## src/pkg/tcsp_pkg.sv

```systemverilog
package tcsp_pkg;

  // Clock rate and documented times
  localparam int TCSP_CLK_KHZ = 50_000;
  localparam int TCSP_MIN_PULSE_MS = 5;
  localparam int TCSP_PASS_MS = 200;
  localparam int TCSP_CNT_W = 24;

  // Least times round up; both are exact at this clock rate
  localparam logic [23:0] TCSP_DEB_CYCLES = 24'(TCSP_MIN_PULSE_MS * TCSP_CLK_KHZ);
  localparam logic [23:0] TCSP_PASS_CYCLES = 24'(TCSP_PASS_MS * TCSP_CLK_KHZ);

  // APB register map, byte addresses
  localparam int TCSP_ADDR_W = 12;
  localparam logic [11:0] TCSP_CTRL_OFS = 12'h000;
  localparam logic [11:0] TCSP_STATUS_OFS = 12'h004;
  localparam logic [11:0] TCSP_SELECT_OFS = 12'h008;
  localparam logic [11:0] TCSP_PROTECT_OFS = 12'h00c;
  localparam logic [11:0] TCSP_INPUTS_OFS = 12'h010;
  localparam logic [11:0] TCSP_COUNT_OFS = 12'h014;

  // Field positions
  localparam int TCSP_CTRL_HOLD_BIT = 0;
  localparam int TCSP_CTRL_START_BIT = 1;
  localparam int TCSP_CTRL_STOP_BIT = 2;
  localparam int TCSP_SEL_BAD_BIT = 8;
  localparam int TCSP_PROT_ENABLE_BIT = 0;
  localparam int TCSP_PROT_TRIP_BIT = 1;
  localparam int TCSP_STAT_LINES_POS = 2;
  localparam int TCSP_STAT_ENABLE_BIT = 8;
  localparam int TCSP_STAT_ARMED_BIT = 9;

  // Values after reset
  localparam logic TCSP_PASS_HOLD_RST = 1'b0;
  localparam logic [6:0] TCSP_SEL_RST = 7'h00;
  localparam logic [15:0] TCSP_COUNT_RST = 16'h0000;

  // Number of connector and jack pins
  localparam int TCSP_PIN_W = 16;

  // Raw pins, active low
  typedef struct packed {
    logic [7:0] select_n;
    logic select_strobe_n;
    logic start_n;
    logic stop_n;
    logic enable_n;
    logic remote_start_n;
    logic remote_stop_n;
    logic panel_start_n;
    logic panel_stop_n;
  } tcsp_pins_type;

  // Debounced inputs, high = asserted
  typedef struct packed {
    logic [7:0] select;
    logic select_strobe;
    logic start;
    logic stop;
    logic enable;
    logic remote_start;
    logic remote_stop;
    logic panel_start;
    logic panel_stop;
  } tcsp_inputs_type;

  // Status lines, high = ON
  typedef struct packed {
    logic test_active;
    logic pass;
    logic upper_fail;
    logic lower_fail;
    logic ready;
    logic protect;
  } tcsp_lines_type;

  // Judgement from the measurement core
  typedef struct packed {
    logic valid;
    logic pass;
    logic upper;
    logic lower;
  } tcsp_judge_type;

  // Requests to the measurement core
  typedef struct packed {
    logic start_req;
    logic stop_req;
    logic recall_req;
    logic [6:0] recall_num;
  } tcsp_core_type;

  typedef enum logic [1:0] {TCSP_READY, TCSP_TEST, TCSP_FAIL, TCSP_PROTECT} tcsp_fsm_type;

  // Debouncer state
  typedef struct packed {
    logic sync1;
    logic sync2;
    logic last;
    logic level;
    logic primed;
    logic [23:0] cnt;
  } tcsp_deb_type;

endpackage

```

## src/hw/tcsp_debounce.sv

```systemverilog
// One active-low pin: two-flop synchroniser, then a run-length filter
module tcsp_debounce #(
  parameter logic [23:0] DEB_CYCLES = tcsp_pkg::TCSP_DEB_CYCLES
) (
  // Clock and reset
  input wire logic pclk,
  input wire logic presetn,
  // Pin, active low
  input wire logic pin_n,
  // Filtered level, high = asserted
  output logic level,
  output logic primed
);

  tcsp_pkg::tcsp_deb_type s_r;
  tcsp_pkg::tcsp_deb_type s_nxt;

  // Only sync2 is looked at; sync1 may be metastable
  always_comb
  begin
    logic samp;
    samp = ~s_r.sync2;
    s_nxt = s_r;
    s_nxt.sync1 = pin_n;
    s_nxt.sync2 = s_r.sync1;
    s_nxt.last = samp;
    if (samp != s_r.last)
    begin
      s_nxt.cnt = '0;
    end
    else if (s_r.cnt != DEB_CYCLES - 24'h000001)
    begin
      s_nxt.cnt = s_r.cnt + 24'h000001;
    end
    else
    begin
      // Held for the full minimum width: accept it
      s_nxt.level = samp;
      s_nxt.primed = 1'b1;
    end
  end

  // Pins idle high, so reset to the inactive level
  always_ff @(posedge pclk or negedge presetn)
  begin
    if (!presetn)
    begin
      s_r <= '{sync1: 1'b1, sync2: 1'b1, last: 1'b0, level: 1'b0, primed: 1'b0, cnt: '0};
    end
    else
    begin
      s_r <= s_nxt;
    end
  end

  assign level = s_r.level;
  assign primed = s_r.primed;

endmodule

```

## src/hw/tcsp_port.sv

```systemverilog
// Functional notes
// - Every control input is active low; open or high means inactive.
// - Select bits 0..3 are units digit, bits 4..7 tens digit, BCD active low.
// - Select is captured at strobe rising edge and recalls that number; the code does so in ready state only.
// - Test-active stays on for the whole test, ramp-up included.
// - Pass output is on for at least 0.2 s after a pass judgement; the code drops it early if a new start comes first.
// - With pass hold enabled, pass output stays on continuously.
// - Upper-fail stays on while an at-or-above-upper failure is held.
// - Lower-fail stays on while an at-or-below-lower failure is held.
// - Ready output is on while the tester waits in ready state.
// - Protection output is on whenever protection state is entered.
// - A valid start assertion requests a test like the panel start switch.
// - A valid stop assertion requests a stop like the panel stop switch.
// - Remote jack start and stop merge with the front panel switches.
// - Ready drops once a valid start pulse is detected.
// - Enable low: port and jack start honoured, panel start ignored.
// - Any enable level change trips protection; only stop clears it.
//
// Local design decisions: the register offsets and the APB interface to the registers.
module tcsp_port #(
  parameter logic [23:0] DEB_CYCLES = tcsp_pkg::TCSP_DEB_CYCLES,
  parameter logic [23:0] PASS_CYCLES = tcsp_pkg::TCSP_PASS_CYCLES
) (
  // Clock and reset
  input wire logic pclk,
  input wire logic presetn,
  // APB slave
  input wire logic psel,
  input wire logic penable,
  input wire logic pwrite,
  input wire logic [11:0] paddr,
  input wire logic [31:0] pwdata,
  output logic [31:0] prdata,
  output logic pready,
  output logic pslverr,
  // Connector and remote jack pins, active low
  input wire tcsp_pkg::tcsp_pins_type pins,
  // Status lines to the open-collector drivers, high = ON
  output tcsp_pkg::tcsp_lines_type lines,
  // Measurement core
  input wire tcsp_pkg::tcsp_judge_type judge,
  input wire logic core_trip,
  output tcsp_pkg::tcsp_core_type core_req
);

  typedef struct packed {
    tcsp_pkg::tcsp_fsm_type fsm;
    tcsp_pkg::tcsp_inputs_type prev;
    logic armed;
    logic enable_ref;
    logic [23:0] pass_cnt;
    logic pass_hold;
    logic sw_start;
    logic sw_stop;
    logic [6:0] sel_num;
    logic sel_bad;
    logic [1:0] prot_cause;
    logic [15:0] test_count;
    tcsp_pkg::tcsp_lines_type lines;
    tcsp_pkg::tcsp_core_type core;
    logic pready;
    logic pslverr;
    logic [31:0] prdata;
  } tcsp_state_type;

  tcsp_state_type s_r;
  tcsp_state_type s_nxt;
  logic [tcsp_pkg::TCSP_PIN_W-1:0] pin_vec;
  logic [tcsp_pkg::TCSP_PIN_W-1:0] lvl_vec;
  logic [tcsp_pkg::TCSP_PIN_W-1:0] primed_vec;
  tcsp_pkg::tcsp_inputs_type deb;
  logic all_primed;

  // Merged start request: enable selects port side or panel side
  function automatic logic start_src(input tcsp_pkg::tcsp_inputs_type in);
    if (in.enable)
    begin
      start_src = in.start | in.remote_start;
    end
    else
    begin
      start_src = in.panel_start | in.remote_start;
    end
  endfunction

  // Any stop source stops the tester
  function automatic logic stop_src(input tcsp_pkg::tcsp_inputs_type in);
    stop_src = in.stop | in.remote_stop | in.panel_stop;
  endfunction

  // Two BCD digits to binary; top bit flags a legal code
  function automatic logic [7:0] bcd_decode(input logic [7:0] sel);
    logic [3:0] units;
    logic [3:0] tens;
    units = sel[3:0];
    tens = sel[7:4];
    bcd_decode[7] = (units <= 4'h9) && (tens <= 4'h9);
    bcd_decode[6:0] = 7'(tens) * 7'h0a + 7'(units);
  endfunction

  // Register read mux
  function automatic logic [31:0] read_reg(input logic [11:0] addr, input tcsp_state_type s);
    read_reg = '0;
    case (addr)
      tcsp_pkg::TCSP_CTRL_OFS:
      begin
        read_reg[tcsp_pkg::TCSP_CTRL_HOLD_BIT] = s.pass_hold;
      end
      tcsp_pkg::TCSP_STATUS_OFS:
      begin
        read_reg[1:0] = s.fsm;
        read_reg[tcsp_pkg::TCSP_STAT_LINES_POS +: 6] = s.lines;
        read_reg[tcsp_pkg::TCSP_STAT_ENABLE_BIT] = s.enable_ref;
        read_reg[tcsp_pkg::TCSP_STAT_ARMED_BIT] = s.armed;
      end
      tcsp_pkg::TCSP_SELECT_OFS:
      begin
        read_reg[6:0] = s.sel_num;
        read_reg[tcsp_pkg::TCSP_SEL_BAD_BIT] = s.sel_bad;
      end
      tcsp_pkg::TCSP_PROTECT_OFS:
      begin
        read_reg[1:0] = s.prot_cause;
      end
      tcsp_pkg::TCSP_INPUTS_OFS:
      begin
        read_reg[15:0] = s.prev;
      end
      tcsp_pkg::TCSP_COUNT_OFS:
      begin
        read_reg[15:0] = s.test_count;
      end
      default:
      begin
        read_reg = '0;
      end
    endcase
  endfunction

  function automatic logic addr_mapped(input logic [11:0] addr);
    case (addr)
      tcsp_pkg::TCSP_CTRL_OFS, tcsp_pkg::TCSP_STATUS_OFS, tcsp_pkg::TCSP_SELECT_OFS,
      tcsp_pkg::TCSP_PROTECT_OFS, tcsp_pkg::TCSP_INPUTS_OFS, tcsp_pkg::TCSP_COUNT_OFS:
      begin
        addr_mapped = 1'b1;
      end
      default:
      begin
        addr_mapped = 1'b0;
      end
    endcase
  endfunction

  // Every pin gets its own filter so one bouncing line cannot hold back another
  assign pin_vec = pins;

  genvar gi;
  generate
    for (gi = 0; gi < tcsp_pkg::TCSP_PIN_W; gi++)
    begin : g_deb
      tcsp_debounce #(
        .DEB_CYCLES(DEB_CYCLES)
      ) u_deb (
        .pclk(pclk),
        .presetn(presetn),
        .pin_n(pin_vec[gi]),
        .level(lvl_vec[gi]),
        .primed(primed_vec[gi])
      );
    end
  endgenerate

  assign deb = lvl_vec;
  assign all_primed = &primed_vec;

  // Next-state logic for the whole port
  always_comb
  begin
    logic start_edge;
    logic stop_edge;
    logic strobe_rise;
    logic [7:0] dec;
    logic setup;
    logic wr;
    start_edge = 1'b0;
    stop_edge = 1'b0;
    strobe_rise = 1'b0;
    dec = '0;
    setup = 1'b0;
    wr = 1'b0;
    s_nxt = s_r;
    s_nxt.prev = deb;
    s_nxt.sw_start = 1'b0;
    s_nxt.sw_stop = 1'b0;
    s_nxt.core.start_req = 1'b0;
    s_nxt.core.stop_req = 1'b0;
    s_nxt.core.recall_req = 1'b0;

    // Edges only count once the filters have settled after reset
    start_edge = s_r.armed & start_src(deb) & ~start_src(s_r.prev);
    start_edge = start_edge | s_r.sw_start;
    stop_edge = s_r.armed & stop_src(deb) & ~stop_src(s_r.prev);
    stop_edge = stop_edge | s_r.sw_stop;
    // Pin going high is the filtered level falling
    strobe_rise = s_r.armed & s_r.prev.select_strobe & ~deb.select_strobe;
    dec = bcd_decode(deb.select);

    // APB write takes effect at the access edge
    setup = psel & ~penable;
    wr = psel & penable & pwrite & s_r.pready;
    if (wr)
    begin
      case (paddr)
        tcsp_pkg::TCSP_CTRL_OFS:
        begin
          s_nxt.pass_hold = pwdata[tcsp_pkg::TCSP_CTRL_HOLD_BIT];
          s_nxt.sw_start = pwdata[tcsp_pkg::TCSP_CTRL_START_BIT];
          s_nxt.sw_stop = pwdata[tcsp_pkg::TCSP_CTRL_STOP_BIT];
        end
        tcsp_pkg::TCSP_SELECT_OFS:
        begin
          if (pwdata[tcsp_pkg::TCSP_SEL_BAD_BIT])
          begin
            s_nxt.sel_bad = 1'b0;  // Write one to clear
          end
        end
        default:
        begin
          s_nxt.sel_bad = s_nxt.sel_bad;
        end
      endcase
    end
    s_nxt.pready = setup;
    s_nxt.pslverr = setup & ~addr_mapped(paddr);
    s_nxt.prdata = setup ? read_reg(paddr, s_r) : s_r.prdata;

    // Pass line timing: counts down, then drops unless held
    if (s_r.pass_cnt != 24'h000000)
    begin
      s_nxt.pass_cnt = s_r.pass_cnt - 24'h000001;
    end
    else if (!s_r.pass_hold)
    begin
      s_nxt.lines.pass = 1'b0;
    end

    // Stop from any source goes to the core
    s_nxt.core.stop_req = stop_edge;

    // Tester sequence
    case (s_r.fsm)
      tcsp_pkg::TCSP_READY:
      begin
        if (start_edge && !stop_edge)
        begin
          s_nxt.fsm = tcsp_pkg::TCSP_TEST;
          s_nxt.core.start_req = 1'b1;
          s_nxt.lines.pass = 1'b0;
          s_nxt.pass_cnt = '0;
          s_nxt.test_count = s_r.test_count + 16'h0001;
        end
      end
      tcsp_pkg::TCSP_TEST:
      begin
        if (stop_edge)
        begin
          s_nxt.fsm = tcsp_pkg::TCSP_READY;
        end
        else if (judge.valid && judge.pass)
        begin
          s_nxt.fsm = tcsp_pkg::TCSP_READY;
          s_nxt.lines.pass = 1'b1;
          s_nxt.pass_cnt = PASS_CYCLES;
        end
        else if (judge.valid)
        begin
          s_nxt.fsm = tcsp_pkg::TCSP_FAIL;
          s_nxt.lines.upper_fail = judge.upper;
          s_nxt.lines.lower_fail = judge.lower;
        end
      end
      tcsp_pkg::TCSP_FAIL:
      begin
        // Fail lines hold until the operator stops
        if (stop_edge)
        begin
          s_nxt.fsm = tcsp_pkg::TCSP_READY;
          s_nxt.lines.upper_fail = 1'b0;
          s_nxt.lines.lower_fail = 1'b0;
        end
      end
      tcsp_pkg::TCSP_PROTECT:
      begin
        if (stop_edge)
        begin
          s_nxt.fsm = tcsp_pkg::TCSP_READY;
          s_nxt.prot_cause = '0;
        end
      end
      default:
      begin
        s_nxt.fsm = tcsp_pkg::TCSP_READY;
      end
    endcase

    // Recall only from ready; an illegal digit leaves the selection alone
    if (strobe_rise && s_r.fsm == tcsp_pkg::TCSP_READY)
    begin
      if (dec[7])
      begin
        s_nxt.sel_num = dec[6:0];
        s_nxt.core.recall_req = 1'b1;
        s_nxt.core.recall_num = dec[6:0];
      end
      else
      begin
        s_nxt.sel_bad = 1'b1;
      end
    end

    // Protection is decided last so a trip outranks a stop in the same cycle
    if (!s_r.armed)
    begin
      if (all_primed)
      begin
        // First settled level is the reference, not a change
        s_nxt.armed = 1'b1;
        s_nxt.enable_ref = deb.enable;
      end
    end
    else if (deb.enable != s_r.enable_ref)
    begin
      s_nxt.enable_ref = deb.enable;
      s_nxt.prot_cause[tcsp_pkg::TCSP_PROT_ENABLE_BIT] = 1'b1;
      s_nxt.fsm = tcsp_pkg::TCSP_PROTECT;
    end
    if (core_trip)
    begin
      s_nxt.prot_cause[tcsp_pkg::TCSP_PROT_TRIP_BIT] = 1'b1;
      s_nxt.fsm = tcsp_pkg::TCSP_PROTECT;
    end
    if (s_nxt.fsm == tcsp_pkg::TCSP_PROTECT)
    begin
      s_nxt.core.start_req = 1'b0;
    end

    // State-derived lines, registered with the state itself
    s_nxt.lines.test_active = (s_nxt.fsm == tcsp_pkg::TCSP_TEST);
    s_nxt.lines.ready = (s_nxt.fsm == tcsp_pkg::TCSP_READY);
    s_nxt.lines.protect = (s_nxt.fsm == tcsp_pkg::TCSP_PROTECT);
  end

  // All port state in one register
  always_ff @(posedge pclk or negedge presetn)
  begin
    if (!presetn)
    begin
      s_r <= '0;
      s_r.fsm <= tcsp_pkg::TCSP_READY;
      s_r.pass_hold <= tcsp_pkg::TCSP_PASS_HOLD_RST;
      s_r.sel_num <= tcsp_pkg::TCSP_SEL_RST;
      s_r.test_count <= tcsp_pkg::TCSP_COUNT_RST;
      s_r.lines.ready <= 1'b1;
    end
    else
    begin
      s_r <= s_nxt;
    end
  end

  // Outputs straight from the state register
  assign prdata = s_r.prdata;
  assign pready = s_r.pready;
  assign pslverr = s_r.pslverr;
  assign lines = s_r.lines;
  assign core_req = s_r.core;

endmodule

```

## config.mk

```make
export PLATFORM = sky130hd
export DESIGN_NAME = tcsp_port
export DESIGN_NICKNAME = d
export VERILOG_FILES = /design/src/pkg/tcsp_pkg.sv /design/src/hw/tcsp_debounce.sv /design/src/hw/tcsp_port.sv
export SDC_FILE = /design/constraint.sdc
export NUM_CORES = 1
export LEC_CHECK = 0
export ABC_AREA = 1
export BUFFER_PORTS_ARGS = -buffer_cell sky130_fd_sc_hd__buf_2
export CAP_MARGIN = 25
export CORE_ASPECT_RATIO = 0.75
export CORE_MARGIN = 5
export CORE_UTILIZATION = 30
export CTS_CLUSTER_DIAMETER = 40
export DETAILED_ROUTE_END_ITERATION = 7
export PLACE_DENSITY_LB_ADDON = 0.12
export SETUP_SLACK_MARGIN = 0.1
export SLEW_MARGIN = 10
export SYNTH_ARGS = -nofsm -noshare
export SYNTH_HDL_FRONTEND = slang
export SYNTH_SLANG_ARGS = --single-unit
```

## constraint.sdc

```tcl
create_clock -name pclk -period 4.1 [get_ports pclk]
set_clock_uncertainty 0.1 [all_clocks]
set_input_delay 0.41 -clock pclk [delete_from_list [all_inputs] [get_ports pclk]]
set_output_delay 0.41 -clock pclk [all_outputs]
set_load 0.02 [all_outputs]
```

==> summary.md <==
| Metric | Value |
|---|---|
| DRT antenna net count | `0` |
| Crit-path max FO | `17` |
| Ys Warns | `0` |
| RR Startpoint | `s_r[79]` |
| Post-synthesis cell area | `30400 um2` |
| Crit-path leading delay family | `simple AND/OR/NAND/NOR gates` |
| Max VDD drop | `0.335 mV` |
| Simple logic cell fraction of the synthesized area | `34.8%` |
| Cts bufs inserted | `109` |
| Syn avg cell area | `7.52 um2` |
| Critical Path Sink Type | `flip-flop` |
| Yosys top cell area share | `43.7%` |
| Area leader, netlist | `dfrtp_1` |
| Fill cells | `10600` |
| Compound-gate portion of the synthesized area | `6.75%` |
| Pins Over Slew Limit | `0` |
| Setup tns final | `0 ps` |
| Critical path origin | `s_r[79]` |
| Inst Count DP | `5399` |
| Min-Delay Path Class | `in2reg` |
| Cell count after synthesis | `4040` |
| DRC violations left | `0` |
| Setup violators final | `0` |
| Largest net degree at the start of global routing | `89` |
| Layout Area Growth over Synthesis | `19.4%` |
| Synth Flop Type | `dfrtp_1` |
| Maximum clock rate | `428 MHz` |
| CP Depth | `7` |
| Max-slew headroom | `29.2%` |
| GRT Total Usage | `15.1%` |
| Critical Path End | `lines[4]` |
| Vias | `25700` |
| Worst Path Required | `4580 ps` |
| CTS root buf | `clkbuf_16` |
| Post-Route WL | `80900 um` |
| XOR/XNOR share of the synthesized area | `2.47%` |
| Reg2reg setup slack | `1760 ps` |
| Synth Area in Adders | `1.12%` |
| Maxcap violations | `0` |
| Tmin final | `2340 ps` |
| Flop pwr share | `37.1%` |
| Worst-Margin Slew | `1050 ps` |
| Drt first pass iters | `5` |
| Io pins | `120` |
| Grt ovf | `0` |
| # nets final | `4294` |
| Largest buffer count on any clock path | `3` |
| Tot Pwr | `0.0159 W` |
| Die area | `108000 um2` |
| Static leakage | `16.3 nW` |
| Yosys cell types | `55` |
| PortBufs | `75` |
| P per Cell Area | `437 nW/um2` |
| Die width | `377 um` |
| CP peak stage delay | `400 ps` |
| Vias/cell | `4.56` |
| CP Class | `reg2reg` |
| Clock power share | `58.2%` |
| Initial core utilization | `30.1%` |
| FF-to-FF End | `lines[4]` |
| Non-filler cells, final | `5635` |
| Net Sw Frac | `25.3%` |
| CTS tree | `yes` |
| Unrepaired setup endpoints after global routing | `false` |
| Power Internal | `0.0119 W` |
| # rows | `101` |
| Drt wl/cell | `14.4 um` |
| Number of global-route vias before repair | `24400` |
| 1st-iter DRT viols | `1880` |
| Die Y | `286 um` |
| Synth Register Bits | `564` |
| Antenna violations before repair | `1` |
| Mux contribution to synthesized area | `0.0371%` |
| Post-synth EDFFs | `0` |
| CP cell instances | `inv_1 -> ha_1 -> nand2_1 -> nor2_1 -> nand3_2 -> o21ai_0 -> a21oi_1` |
| Core Box Area | `101000 um2` |
| Clock latency reported for the late side of the worst-skew pair | `690 ps` |
| Post-synthesis async set-or-reset flop share | `100%` |
| H-Tree Level Count | `3` |
| Seq/Total Area, Yosys | `46.6%` |
| PostCTS Resize Cnt | `0` |
| Status | `complete, no violations` |
| Reg clk slew, reported paths | `60 ps` |
| GPL Wtd Cong | `0.800` |
| Critical-path top delay cell | `dfrtp_1` |
| Dpl hpwl | `58600 um` |
| Fraction of layout cells with a size suffix above 1 | `10.6%` |
| Worst setup SP type | `flip-flop` |
| Clock Sinks | `564` |
| Combinational share of power | `4.7%` |
| Synth area leaders | `dfrtp_1 44%, nand2_1 12%, nor2_1 8.6%` |
| Switching power | `0.00401 W` |
| CP Buf/Inv Count | `1` |
| Final hold violations | `0` |
| Largest family of logic cells by synthesized area | `simple AND/OR/NAND/NOR gates` |
| Wire length of the first global-routing pass | `134000 um` |
| Crit path arrival time | `2820 ps` |
| R2R depth | `7` |
| WHS | `98.3 ps` |
| Fin crit share | `57.0%` |
==> cell usage in the layout (no fill, tap or decap), types with 74 or more instances in the layout <==
cell,netlist,routed
nand2_1,955,955
o21ai_0,176,176
nand3_1,296,296
clkbuf_16,0,111
a21oi_1,144,144
nand4_1,132,132
nor2_1,693,692
nor3_1,139,139
buf_2,27,74
dfrtp_1,531,531
inv_1,510,510
==> synthesized netlist by cell type (3+ instances only) <==
cell type,instances
o31ai_1,15
dfstp_2,33
and3_1,4
inv_1,510
a21oi_1,144
xor2_1,49
nand2_1,955
nor4_1,8
inv_2,8
or2_2,12
buf_2,27
nand3b_1,16
o21bai_1,3
nor3_1,139
a2bb2oi_1,7
and2_1,9
nor2_1,693
nand3_1,296
dfrtp_1,531
nand2_2,9
nor3b_1,8
o21a_1,4
xnor2_2,3
xnor2_1,28
nor3_2,12
nor2_2,32
nand4_1,132
nand3_2,21
o21ai_1,4
ha_1,24
a31oi_1,22
o21ai_0,176
nor2_4,19
nor3_4,6
buf_4,50
clkbuf_1,7
==> kinds of logic after synthesis <==
| group | count (synthesis) |
|---|---|
| muxes | 1 |
| xor gates and xnor gates | 81 |
| adders and majority gates | 26 |
| buffers and inverters | 606 |
| AOI/OAI and AO/OA | 383 |
| DFF | 564 |
| other | 1 |
| and+or+nand+nor | 2378 |
==> layout make-up <==
type | instances | area (um2) | area share (%)
Sequential cell | 564 | 14200 | 39.0
Antenna cell | 1 | 2.50 | 0.00690
Clock inverter | 79 | 912 | 2.51
Inverter | 520 | 1950 | 5.38
Clock buffer | 129 | 2940 | 8.09
Tap cell | 1339 | 1680 | 4.62
Timing Repair Buffer | 118 | 871 | 2.40
Multi-Input combinational cell | 2885 | 13800 | 38.0
==> flip-flops by register name (all words and copies together) (netlist names) <==
signal / count
core_req: 10
s_r: 66
pready: 1
g_deb.u_deb.s_nxt: 16
prdata: 16
g_deb.u_deb.s_r: 416
g_deb.u_deb.level: 16
pslverr: 1
g_deb.u_deb.primed: 16
lines: 6
==> through the flow <==
step	area [um2]	setup WS (ps)	utilization [%]
6_report	36300	1760	36.0
5_1_grt	36300	1530	36.0
4_1_cts	36300	1730	36.0
3_5_place_dp	32200	1780	31.9
3_3_place_gp	32100	1650	31.9
2_1_floorplan	30400	2060	-
==> power groups by stage <==
| stage | clock, W | combinational, W | sequential [W] |
|---|---|---|---|
| 2_1_floorplan | 0 | 0.000478 | 0.00593 |
| 3_3_place_gp | 0 | 0.000745 | 0.00598 |
| 3_5_place_dp | 0 | 0.000751 | 0.00597 |
| 4_1_cts | 0.00955 | 0.000770 | 0.00588 |
| 5_1_grt | 0.00980 | 0.000879 | 0.00591 |
| 6_report | 0.00923 | 0.000748 | 0.00589 |
==> how the worst min path moves through the flow <==
stage / start / end / slack [ps] / depth (start not counted)
global route: paddr[4] / prdata[11] / 80 / 5
floorplan: presetn / core_req[0] / 10 / 0
global placement: g_deb[13].u_deb.s_nxt[27] / g_deb[13].u_deb.s_r[27] / 250 / 0
finish: paddr[4] / prdata[11] / 100 / 5
CTS: paddr[4] / prdata[11] / 30 / 5
detailed placement: g_deb[1].u_deb.s_nxt[27] / g_deb[1].u_deb.s_r[27] / 250 / 0
==> layer usage <==
layer	vias up	share of wire (%)	global-route usage [%]
met5	-	0	0
met4	0	2.0	3.84
met3	133	4.8	2.93
met2	457	38	20.3
met1	11800	55	24.3
li1	13300	-	-
==> worst register-to-register path: cells and delay by family (launching register included) <==
family	cells	cell delay [ps]
fa+ha+maj	1	280
flops	1	400
compound gates	2	400
simple gates	3	800
buf+inv	1	220
==> what timing repair did <==
action                    in CTS  in global routing
setup buffers                  0                  0
hold buffers                  27                  0
hold endpoints to repair     110                  0
(Power assumes the default switching activity.)
